## config.mk

```make
export PLATFORM = sky130hd
export DESIGN_NAME = hsh_regs
export DESIGN_NICKNAME = d
export VERILOG_FILES = /design/src/common/hsh_pkg.sv /design/src/hdl/hsh_regs.sv /design/src/hdl/hsh_uframe_timer.sv
export SDC_FILE = /design/constraint.sdc
export NUM_CORES = 1
export LEC_CHECK = 0
export BUFFER_PORTS_ARGS = -buffer_cell sky130_fd_sc_hd__buf_4
export CAP_MARGIN = 20
export CORE_ASPECT_RATIO = 2
export CORE_MARGIN = 3
export CORE_UTILIZATION = 45
export CTS_CLUSTER_DIAMETER = 120
export DETAILED_ROUTE_END_ITERATION = 12
export PLACE_DENSITY = 0.72
export SETUP_SLACK_MARGIN = 0.05
export SYNTH_ARGS = -nofsm -noshare
export SYNTH_HDL_FRONTEND = slang
export SYNTH_SLANG_ARGS = --single-unit
```

## constraint.sdc

```tcl
create_clock -name mclk -period 2.4 [get_ports mclk]
set_clock_uncertainty 0.15 [all_clocks]
set_input_delay 0.24 -clock mclk [delete_from_list [all_inputs] [get_ports mclk]]
set_output_delay 0.24 -clock mclk [all_outputs]
set_load 0.01 [all_outputs]
```

## src/common/hsh_pkg.sv

```systemverilog
/*
  Shared constants and types for the high-speed host interrupt enable,
  microframe index and periodic list base register block.
  Assumes a 25 MHz controller clock and a word-wide register port that
  carries byte offsets from the controller's memory-mapped base address.
*/
package hsh_pkg;

    // clock and microframe timing
    localparam int unsigned CLK_HZ          = 25000000;
    localparam int unsigned UFRAME_NS       = 125000;
    localparam int unsigned UFRAME_CYCLES   = UFRAME_NS / (1000000000 / CLK_HZ);
    localparam int unsigned UFRAME_CNT_W    = 12;
    localparam logic [UFRAME_CNT_W-1:0] UFRAME_LAST =
        UFRAME_CNT_W'(UFRAME_CYCLES - 1);

    // register port geometry
    localparam int unsigned ADDR_W = 8;
    localparam int unsigned DATA_W = 32;
    localparam int unsigned BE_W   = 4;

    // register byte offsets
    localparam logic [ADDR_W-1:0] OFS_EVENT_STATUS  = 8'h24;
    localparam logic [ADDR_W-1:0] OFS_IRQ_ENABLE    = 8'h28;
    localparam logic [ADDR_W-1:0] OFS_UFRAME_INDEX  = 8'h2C;
    localparam logic [ADDR_W-1:0] OFS_PERIODIC_BASE = 8'h34;

    // reset values
    localparam logic [31:0] RST_IRQ_ENABLE    = 32'h0000_0000;
    localparam logic [31:0] RST_UFRAME_INDEX  = 32'h0000_0000;
    localparam logic [31:0] RST_PERIODIC_BASE = 32'h0000_0000;
    localparam logic        RST_HALTED        = 1'h1;

    // field layout
    localparam int unsigned EVT_W        = 6;
    localparam int unsigned HALTED_BIT   = 12;
    localparam int unsigned FRIDX_W      = 14;
    localparam int unsigned SOF_LSB      = 3;
    localparam int unsigned SOF_W        = 11;
    localparam int unsigned BASE_LSB     = 12;
    localparam int unsigned BASE_W       = 20;
    localparam int unsigned LIST_IDX_W   = 10;

    // event bits that wait for the interrupt threshold (async advance,
    // transfer error, transfer done) versus those that fire at once
    localparam logic [EVT_W-1:0] DEFERRED_MASK  = 6'h23;
    localparam logic [EVT_W-1:0] IMMEDIATE_MASK = 6'h1C;

    // frame list size codes
    localparam logic [1:0] LIST_SIZE_1024 = 2'h0;
    localparam logic [1:0] LIST_SIZE_512  = 2'h1;
    localparam logic [1:0] LIST_SIZE_256  = 2'h2;

    // one bit per status event, bit 5 down to bit 0
    typedef struct packed {
        logic async_advance;
        logic system_error;
        logic list_wrap;
        logic port_change;
        logic transfer_error;
        logic transfer_done;
    } hsh_evt_t;

    // register port request
    typedef struct packed {
        logic              wr;
        logic              rd;
        logic [ADDR_W-1:0] addr;
        logic [BE_W-1:0]   be;
        logic [DATA_W-1:0] wdata;
    } hsh_req_t;

    // 64-bit address of the current periodic frame list entry
    typedef struct packed {
        logic [31:0] hi;
        logic [31:0] lo;
    } hsh_fetch_t;

endpackage : hsh_pkg

```

## src/hdl/hsh_regs.sv

```systemverilog
/*
  Interrupt enable mask, event status, microframe index counter and
  periodic list base registers of the high-speed host controller, with
  the host interrupt request, start-of-frame number and frame list
  entry address they produce.
  Assumes the register port, schedule engine and command register all
  run on mclk; event inputs are one-cycle pulses.
*/
// Notes on behaviour
// - host interrupt needs an enable bit and its matching pending status both set
// - events always latch into status, whatever the enable says
// - async advance, transfer error, transfer done interrupts wait for threshold tick
// - system error, list wrap, port change interrupt at once when enabled and pending
// - interrupt request drops once software clears the status bit
// - frame index advances once each 125 us microframe, at its end
// - frame index is 14 bits in 13..0, upper bits read zero
// - start-of-frame number is frame index bits 13..3
// - list index is bits N..3, N = 12, 11, 10 for size codes 0, 1, 2
// - each list entry serves eight consecutive microframes
// - frame index accepts writes only while halted
// - written frame index also sets later start-of-frame numbers
// - list base holds address bits 31..12, low 12 bits reserved zero
// - base combined with frame index walks the frame list in order
// - with wide addressing, upper fetch address comes from the segment input
// - status bits clear only on a written one
// - halted resets to one, zero while running, one again after stop
// - list wrap status sets when the list index wraps to zero
`timescale 1ns/1ps
module hsh_regs
    import hsh_pkg::*;
(
    input  wire logic                mclk,
    input  wire logic                rst,
    input  wire hsh_pkg::hsh_req_t   req,
    output logic [hsh_pkg::DATA_W-1:0] rdata,
    output logic                     rvalid,
    input  wire hsh_pkg::hsh_evt_t   evt_in,
    input  wire logic                irq_threshold_tick,
    input  wire logic                run_stop_control,
    input  wire logic                sched_stopped,
    input  wire logic [1:0]          list_size_code,
    input  wire logic                wide_addressing_capable,
    input  wire logic [31:0]         upper_address_segment,
    output logic                     host_irq,
    output logic                     halted_flag,
    output logic                     uframe_tick,
    output logic [hsh_pkg::SOF_W-1:0] sof_frame_num,
    output hsh_pkg::hsh_fetch_t      list_entry_addr
);
    import hsh_pkg::*;

    // whole state of the block, apart from the microframe timer count
    typedef struct packed {
        logic [EVT_W-1:0]   status;
        logic               halted;
        logic [EVT_W-1:0]   enable;
        logic [FRIDX_W-1:0] fridx;
        logic [BASE_W-1:0]  base;
        logic               deferred;
        logic               irq;
        logic [DATA_W-1:0]  rdata;
        logic               rvalid;
        logic               tick;
        logic [SOF_W-1:0]   sof;
        hsh_fetch_t         fetch;
    } hsh_state_t;

    hsh_state_t st_q;
    hsh_state_t st_d;
    logic       tmr_tick;

    // merge written bytes into an old word under the byte enables
    function automatic logic [DATA_W-1:0] merge_bytes(
        input logic [DATA_W-1:0] old_v,
        input logic [DATA_W-1:0] new_v,
        input logic [BE_W-1:0]   be
    );
        logic [DATA_W-1:0] res;
        res = old_v;
        for (int i = 0; i < BE_W; i++) begin
            if (be[i]) begin
                res[i*8 +: 8] = new_v[i*8 +: 8];
            end
        end
        return res;
    endfunction : merge_bytes

    // mask of frame index bits N..0 for a list size code
    function automatic logic [FRIDX_W-1:0] idx_mask(input logic [1:0] code);
        logic [FRIDX_W-1:0] m;
        case (code)
            LIST_SIZE_512: m = 14'h0FFF;  // N = 11
            LIST_SIZE_256: m = 14'h07FF;  // N = 10
            default:       m = 14'h1FFF;  // N = 12, reserved code behaves as 1024
        endcase
        return m;
    endfunction : idx_mask

    // list index bits N..3, low aligned, zero above N
    function automatic logic [LIST_IDX_W-1:0] list_index(
        input logic [FRIDX_W-1:0] fi,
        input logic [1:0]         code
    );
        logic [FRIDX_W-1:0] masked;
        masked = fi & idx_mask(code);
        return masked[SOF_LSB +: LIST_IDX_W];
    endfunction : list_index

    // microframe timer only runs while the controller is not halted
    hsh_uframe_timer u_timer (
        .mclk (mclk),
        .rst  (rst),
        .run  (!st_q.halted),
        .tick (tmr_tick)
    );

    // next-state logic
    always_comb begin
        logic [EVT_W-1:0]      set_v;
        logic [EVT_W-1:0]      clr_v;
        logic [DATA_W-1:0]     word;
        logic [FRIDX_W-1:0]    fi_next;
        logic [FRIDX_W-1:0]    msk;
        logic                  wr_hit_sts;
        logic                  wr_hit_en;
        logic                  wr_hit_fi;
        logic                  wr_hit_base;
        logic                  def_active;
        logic                  imm_active;
        logic [LIST_IDX_W-1:0] lidx;

        st_d        = st_q;
        set_v       = '0;
        clr_v       = '0;
        word        = '0;
        fi_next     = st_q.fridx;
        msk         = idx_mask(list_size_code);
        wr_hit_sts  = req.wr && (req.addr == OFS_EVENT_STATUS);
        wr_hit_en   = req.wr && (req.addr == OFS_IRQ_ENABLE);
        wr_hit_fi   = req.wr && (req.addr == OFS_UFRAME_INDEX);
        wr_hit_base = req.wr && (req.addr == OFS_PERIODIC_BASE);

        // halted follows run/stop and the engine's stop report
        if (run_stop_control) begin
            st_d.halted = 1'b0;
        end else if (sched_stopped) begin
            st_d.halted = 1'b1;
        end

        // microframe index: software load while halted, else count
        if (wr_hit_fi && st_q.halted) begin
            word    = merge_bytes({18'h0, st_q.fridx}, req.wdata, req.be);
            fi_next = word[FRIDX_W-1:0];
        end else if (tmr_tick) begin
            fi_next = st_q.fridx + FRIDX_W'(1);
            if ((st_q.fridx & msk) == msk) begin
                set_v[3] = 1'b1;
            end
        end
        st_d.fridx = fi_next;

        // status events: hardware sets, software writes one to clear
        set_v = set_v | evt_in;
        if (wr_hit_sts) begin
            clr_v = req.wdata[EVT_W-1:0] & {EVT_W{req.be[0]}};
        end
        st_d.status = (st_q.status & ~clr_v) | set_v;

        // interrupt enable mask, reserved bits dropped
        if (wr_hit_en && req.be[0]) begin
            st_d.enable = req.wdata[EVT_W-1:0];
        end

        // periodic list base, only address bits 31..12 are held
        if (wr_hit_base) begin
            word       = merge_bytes({st_q.base, 12'h000}, req.wdata, req.be);
            st_d.base  = word[BASE_LSB +: BASE_W];
        end

        // interrupt request: deferred sources arm at a threshold tick
        def_active    = |(st_q.status & st_q.enable & DEFERRED_MASK);
        imm_active    = |(st_q.status & st_q.enable & IMMEDIATE_MASK);
        st_d.deferred = (st_q.deferred | irq_threshold_tick) && def_active;
        st_d.irq      = imm_active || (st_q.deferred && def_active);

        // outputs seen by the schedule engine
        st_d.tick = tmr_tick;
        st_d.sof  = st_q.fridx[SOF_LSB +: SOF_W];
        lidx      = list_index(st_q.fridx, list_size_code);
        st_d.fetch.lo = {st_q.base, lidx, 2'h0};
        st_d.fetch.hi = wide_addressing_capable ? upper_address_segment : 32'h0;

        // read data, answered one cycle after the read strobe
        st_d.rvalid = req.rd;
        st_d.rdata  = '0;
        if (req.rd) begin
            case (req.addr)
                OFS_EVENT_STATUS: begin
                    st_d.rdata[EVT_W-1:0]  = st_q.status;
                    st_d.rdata[HALTED_BIT] = st_q.halted;
                end
                OFS_IRQ_ENABLE: begin
                    st_d.rdata[EVT_W-1:0] = st_q.enable;
                end
                OFS_UFRAME_INDEX: begin
                    st_d.rdata[FRIDX_W-1:0] = st_q.fridx;
                end
                OFS_PERIODIC_BASE: begin
                    st_d.rdata[BASE_LSB +: BASE_W] = st_q.base;
                end
                default: begin
                    st_d.rdata = '0;
                end
            endcase
        end
    end

    // state register
    always_ff @(posedge mclk) begin
        if (rst) begin
            st_q        <= '0;
            st_q.halted <= RST_HALTED;
            st_q.enable <= RST_IRQ_ENABLE[EVT_W-1:0];
            st_q.fridx  <= RST_UFRAME_INDEX[FRIDX_W-1:0];
            st_q.base   <= RST_PERIODIC_BASE[BASE_LSB +: BASE_W];
        end else begin
            st_q <= st_d;
        end
    end

    // every output straight from the state register
    assign rdata           = st_q.rdata;
    assign rvalid          = st_q.rvalid;
    assign host_irq        = st_q.irq;
    assign halted_flag     = st_q.halted;
    assign uframe_tick     = st_q.tick;
    assign sof_frame_num   = st_q.sof;
    assign list_entry_addr = st_q.fetch;

endmodule : hsh_regs

```

## src/hdl/hsh_uframe_timer.sv

```systemverilog
/*
  Microframe timer: emits a one-cycle tick at the end of every 125 us
  microframe while running.
  Assumes run comes from logic on the same clock; the count restarts
  whenever run is low so the first tick lands a full period after start.
*/
`timescale 1ns/1ps
module hsh_uframe_timer
    import hsh_pkg::*;
(
    input  wire logic mclk,
    input  wire logic rst,
    input  wire logic run,
    output logic      tick
);

    typedef struct packed {
        logic [UFRAME_CNT_W-1:0] cnt;
        logic                    tick;
    } hsh_tmr_state_t;

    hsh_tmr_state_t st_q;
    hsh_tmr_state_t st_d;

    // count cycles of one microframe, tick on the last one
    always_comb begin
        st_d      = st_q;
        st_d.tick = 1'b0;
        if (!run) begin
            st_d.cnt = '0;
        end else if (st_q.cnt == UFRAME_LAST) begin
            st_d.cnt  = '0;
            st_d.tick = 1'b1;
        end else begin
            st_d.cnt = st_q.cnt + UFRAME_CNT_W'(1);
        end
    end

    // state register
    always_ff @(posedge mclk) begin
        if (rst) begin
            st_q <= '0;
        end else begin
            st_q <= st_d;
        end
    end

    assign tick = st_q.tick;

endmodule : hsh_uframe_timer

```

### After elaboration in Yosys (flattened, before gate mapping)

Index checks and enable logic that the tools add are counted.

| cells by class | value |
|---|---|
| add/subtract/negate cells | 2 |
| mux-type cells | 15 |
| bitwise gates (word level) | 12 |
| reductions and logical operators | 24 |
| equal/unequal tests | 10 |

Operators by type and width:

| cell | count |
|---|---|
| $eq A8 B6 Y1 const B | 4 |
| $mux W14 | 2 |
| $pmux W13 S2 | 1 |
| $and A6 B6 Y6 | 3 |
| $pmux W6 S3 | 1 |
| $reduce_or A3 Y1 | 5 |
| $add A14 B1 Y14 const B | 1 |
| $and A14 B14 Y14 | 1 |
| $eq A14 B14 Y1 | 1 |
| $add A12 B1 Y12 const B | 1 |
| $eq A12 B12 Y1 const B | 1 |
| $mux W6 | 2 |
| $reduce_and A2 Y1 | 5 |
| $logic_and A1 B1 Y1 | 8 |
| $mux W8 | 1 |
| $mux W1 | 6 |
| $not A6 Y6 | 1 |
| $or A4 B6 Y6 | 1 |
| $or A6 B6 Y6 | 1 |
| $reduce_or A2 Y1 | 3 |
| $ne A2 B2 Y1 const B | 2 |
| $not A1 Y1 | 4 |
| $reduce_bool A2 Y1 | 2 |
| $pmux W1 S3 | 1 |
| 5 further kinds | 5 |

| word-level totals | value |
|---|---|
| output and inout port bits | 111 |
| register bits | 171 |
| input port bits | 92 |

### Logic depth before layout (Yosys ltp)

| logic depth | value |
|---|---|
| depth after elaboration | 9 |
| depth in mapped cells | 8 |

### By module

From an unflattened synthesis, not the netlist that was laid out.

| unflattened totals | value |
|---|---|
| cells, all modules | 674 |
| area, all modules | 6502.5 µm² |

Modules (own cells, without submodules):

| module | area each (µm²) | sequential area each (µm²) | cells each | times used |
|---|---|---|---|---|
| hsh_regs | 5908.2 | 2962.8 | 609 | 1 |
| hsh_uframe_timer | 594.3 | 260.2 | 65 | 1 |

### Worst setup path before layout

No wires, ideal clock.

| path | value |
|---|---|
| path type | input -> register |
| start | input req[37] in the netlist's numbering |
| end | register st_q[149] in the netlist's numbering |
| buffers on the path | 1 |
| path slack | 0.327 ns |
| arrival time | 1.795 ns |
| setup time | 0.128 ns |
| stages on the path | 6 |
| path through | or2_1 buf_6 or4b_4 nor4_4 mux2i_1 nor2_1 |

| between the ends | value |
|---|---|
| cells in the longest elaborated chain, start to end | 3 |

Ends and longest elaborated chain:

| item | line | text |
|---|---|---|
| start, declared | hsh_regs.sv:34 | `input wire hsh_pkg::hsh_req_t req,` |
| $eq A8 B6 Y1 | hsh_regs.sv:139 | `wr_hit_en = req.wr && (req.addr == OFS_IRQ_ENABLE);` |
| $logic_and A1 B1 Y1 | hsh_regs.sv:139 |  |
| $logic_and A1 B1 Y1 | hsh_regs.sv:170 | `if (wr_hit_en && req.be[0]) begin` |
| end signal, assigned | hsh_regs.sv:227 | `st_q <= st_d;` |
| end, declared | hsh_regs.sv:68 | `hsh_state_t st_q;` |

Every way passes these cells.
A chain may end at the register's enable or synchronous reset.

### Final worst setup path

| path | value |
|---|---|
| start | input req[32] in the netlist's numbering |
| end | register st_q[153] in the netlist's numbering |

| between the ends | value |
|---|---|
| cells in the longest elaborated chain, start to end | 5 |

Ends and longest elaborated chain:

| item | line | text |
|---|---|---|
| $and A6 B6 Y6 | hsh_regs.sv:165 | `clr_v = req.wdata[EVT_W-1:0] & {EVT_W{req.be[0]}};` |
| $mux W6 | hsh_regs.sv:164 | `if (wr_hit_sts) begin` |
| $not A6 Y6 | hsh_regs.sv:167 | `st_d.status = (st_q.status & ~clr_v) \| set_v;` |
| $and A6 B6 Y6 | hsh_regs.sv:167 |  |
| $or A6 B6 Y6 | hsh_regs.sv:167 |  |

Every way passes these cells.

==> run metrics <==
Data arrival, critical path=2.29 ns; vias per inst=4.79; metal3 WL=807 um; dominant synthesized flop cell=dfxtp_1; Post-synth EDFFs=0; startpoint class of the critical path=input pin; Max Clk Rate=466 MHz; status=finished clean; reg2reg start=halted_flag; CP cell instances=dlygate4sd3_1, buf_4, nand3b_1, nor4_1, buf_4, nand2_1, a21oi_1, dlygate4sd3_1, nor2_1; cells after synthesis=659; Setup Viol. Count Final=0; Ports=203; die height=175 um; placed wire-length estimate=11800 um; Critical Path Sink Type=flop; Yosys reg bits=161; register area share after synthesis=50.4%; wl on met1=5740 um; post-layout util=62.2%; Final ANT Viol Nets=0; Mean Syn Cell Area=9.70 um^2; Worst R2R Path Depth=5; max_cap viols=0; Slew @ Worst Pin=0.650 ns; hold wc startpoint=req[33]; vias in the first global route=5154; Min Hold Slack=0.0154 ns; TritonCTS clock tree=built; DR WL/cell=15.8 um; worst vdd ir=0.504 mV; Die ar.=15800 um^2; Hold EP=st_d[13]; post-synth top area share=50.4%; DR pass1 iterations=4; layout cells sized above 1=30.1%; Yosys cell types=52; H-tree levels=4; clock sink count=161; Mapped Area=6390 um^2; HP Class=in -> reg; CTS root buf=clkbuf_16; Pleak=3.79 nW; GPL Wtd Cong=0.973; R2R Setup Slk=0.42 ns; clock-pin slew on the worst setup and hold paths=0.07 ns; Max Used Layer=met4; routed vias=4967; final layout net count=930; Async SR Flop Fraction=0%; TritonCTS Buffers=17; hold depth=3; num rows=61; cell accounting for the most synthesized area=dfxtp_1; relative slew slack=56.7%; max-slew violation count=0; grt total ovfl=0; 1st-iter DRT viols=154; commonest non-fill, non-tap cells in the layout=buf_4, dfxtp_1, dlygate4sd3_1; Critical Path Max Stage Delay=0.56 ns; die extent in x=90.3 um; first-pass GRT wire length=26300 um; Critical Path RT=2.54 ns; GRT Overall Usage=21.0%; most common cell after layout, fill and taps aside=buf_4; final worst-path cycle share=89.5%; CP Class=in -> reg; min cycle time layout=2.15 ns; initial core utilization=46.0%; initial antenna violation count=0; Area Growth Syn to Fin=35.2%; Post-Route WL=16400 um; IO Port Bufs=200; core area=13900 um^2; Yosys warning total=0; CP max stage cell=dlygate4sd3_1; DRC=0; Max clock buf depth=2; CP Max Fanout=6; n_diodes=0; met2 WL post-DR=9360 um; setup TNS=0 ns; largest net degree at the start of global routing=44; PwrDens=661 nW/um^2; r2r endpoint=st_d[71]; RSZ-0062 raised after global routing=no; top cells by area, synth=dfxtp_1, buf_4, and2_1; Hold Fails Final Rpt=0; Skew-Pair Late Insertion Delay=0.41 ns
## worst max-delay path, delay by kind of cell
family / cells / cell delay, ns
buffers and inverters: 4 / 1.41
AND/OR/NAND/NOR: 4 / 0.51
AO/OA/AOI/OAI: 1 / 0.13
## cell usage after synthesis, types with 3 or more instances
master	count
a22oi_1	6
nand2_1	28
a21oi_1	14
mux2i_1	23
nor2_1	66
and3_1	8
clkbuf_1	20
xnor2_1	6
dfxtp_1	161
ha_1	4
buf_4	107
xor2_1	6
inv_1	8
nand2b_1	4
nand4_1	7
nand3_1	18
a211oi_1	4
nor3_1	15
nor3b_1	3
and2_1	60
nor2b_1	33
nor4_1	10
mux2_2	6
and4_1	3
## per-layer routing
layer	vias up	global-route usage, %
met3	34	5.60
met1	2310	19.9
li1	2438	-
met5	-	0
met2	185	41.6
met4	0	8.63
## power breakdown
group          leakage (nW)  total (W)  internal, W  switching, W
sequential             1.30    0.00272      0.00270     0.0000185
clock                 0.286    0.00261      0.00140       0.00122
combinational          2.20   0.000381     0.000233      0.000148
total                  3.79    0.00571      0.00433       0.00138
## state kept, by name, indices dropped and copies added (netlist names)
| register | flops |
|---|---|
| list_entry_addr | 54 |
| rdata | 32 |
| st_d | 31 |
| st_q | 16 |
| u_timer.st_q | 12 |
| sof_frame_num | 11 |
| halted_flag | 1 |
| host_irq | 1 |
| rvalid | 1 |
| u_timer.tick | 1 |
| uframe_tick | 1 |
## logic make-up (layout without fill, tap and decap cells)
family,after synthesis,count (layout),synth area share [%]
other,1,2,0.0586
and+or+nand+nor,270,270,23.0
muxes,29,29,4.66
DFF,161,161,50.4
AOI/OAI and AO/OA,44,44,4.79
buffers and inverters,138,325,14.6
adders and majority gates,4,4,0.783
xor gates and xnor gates,12,12,1.64
## layout make-up
type                            count  area [um^2]
Sequential cell                   161         3220
Clock buffer                       17          425
Tap cell                          189          236
Clock inverter                     15          160
Fill cell                        1160         5250
Timing Repair Buffer              285         2320
Multi-Input combinational cell    361         2240
Inverter                            8         30.0
## through the flow
| step | area, um^2 | worst slack [ns] | power (W) | std cells |
|---|---|---|---|---|
| 2_1_floorplan | 6400 | 0.327 | 0.00290 | 660 |
| 3_3_place_gp | 7320 | 0.250 | 0.00306 | 930 |
| 3_5_place_dp | 7320 | 0.222 | 0.00306 | 930 |
| 4_1_cts | 8640 | 0.266 | 0.00577 | 1036 |
| 5_1_grt | 8640 | 0.198 | 0.00592 | 1036 |
| 6_report | 8640 | 0.252 | 0.00571 | 1036 |
## timing repair
| item | 4_1_cts | 5_1_grt |
|---|---|---|
| resized for setup | 0 | 0 |
| hold buffers | 74 | 0 |
| setup buffers | 0 | 0 |
| endpoints found under the hold margin | 74 | 0 |
## worst max-delay path by stage
stage	startpoint	to	slack, ns	depth (start not counted)
2_1_floorplan	req[37]	st_q[149]	0.33	6
3_3_place_gp	req[37]	rdata[2]	0.25	5
3_5_place_dp	req[37]	rdata[2]	0.22	5
4_1_cts	req[32]	st_q[153]	0.27	9
5_1_grt	req[32]	st_q[153]	0.20	9
6_report	req[32]	st_q[153]	0.25	9
Power figures use the tool's default switching activity.
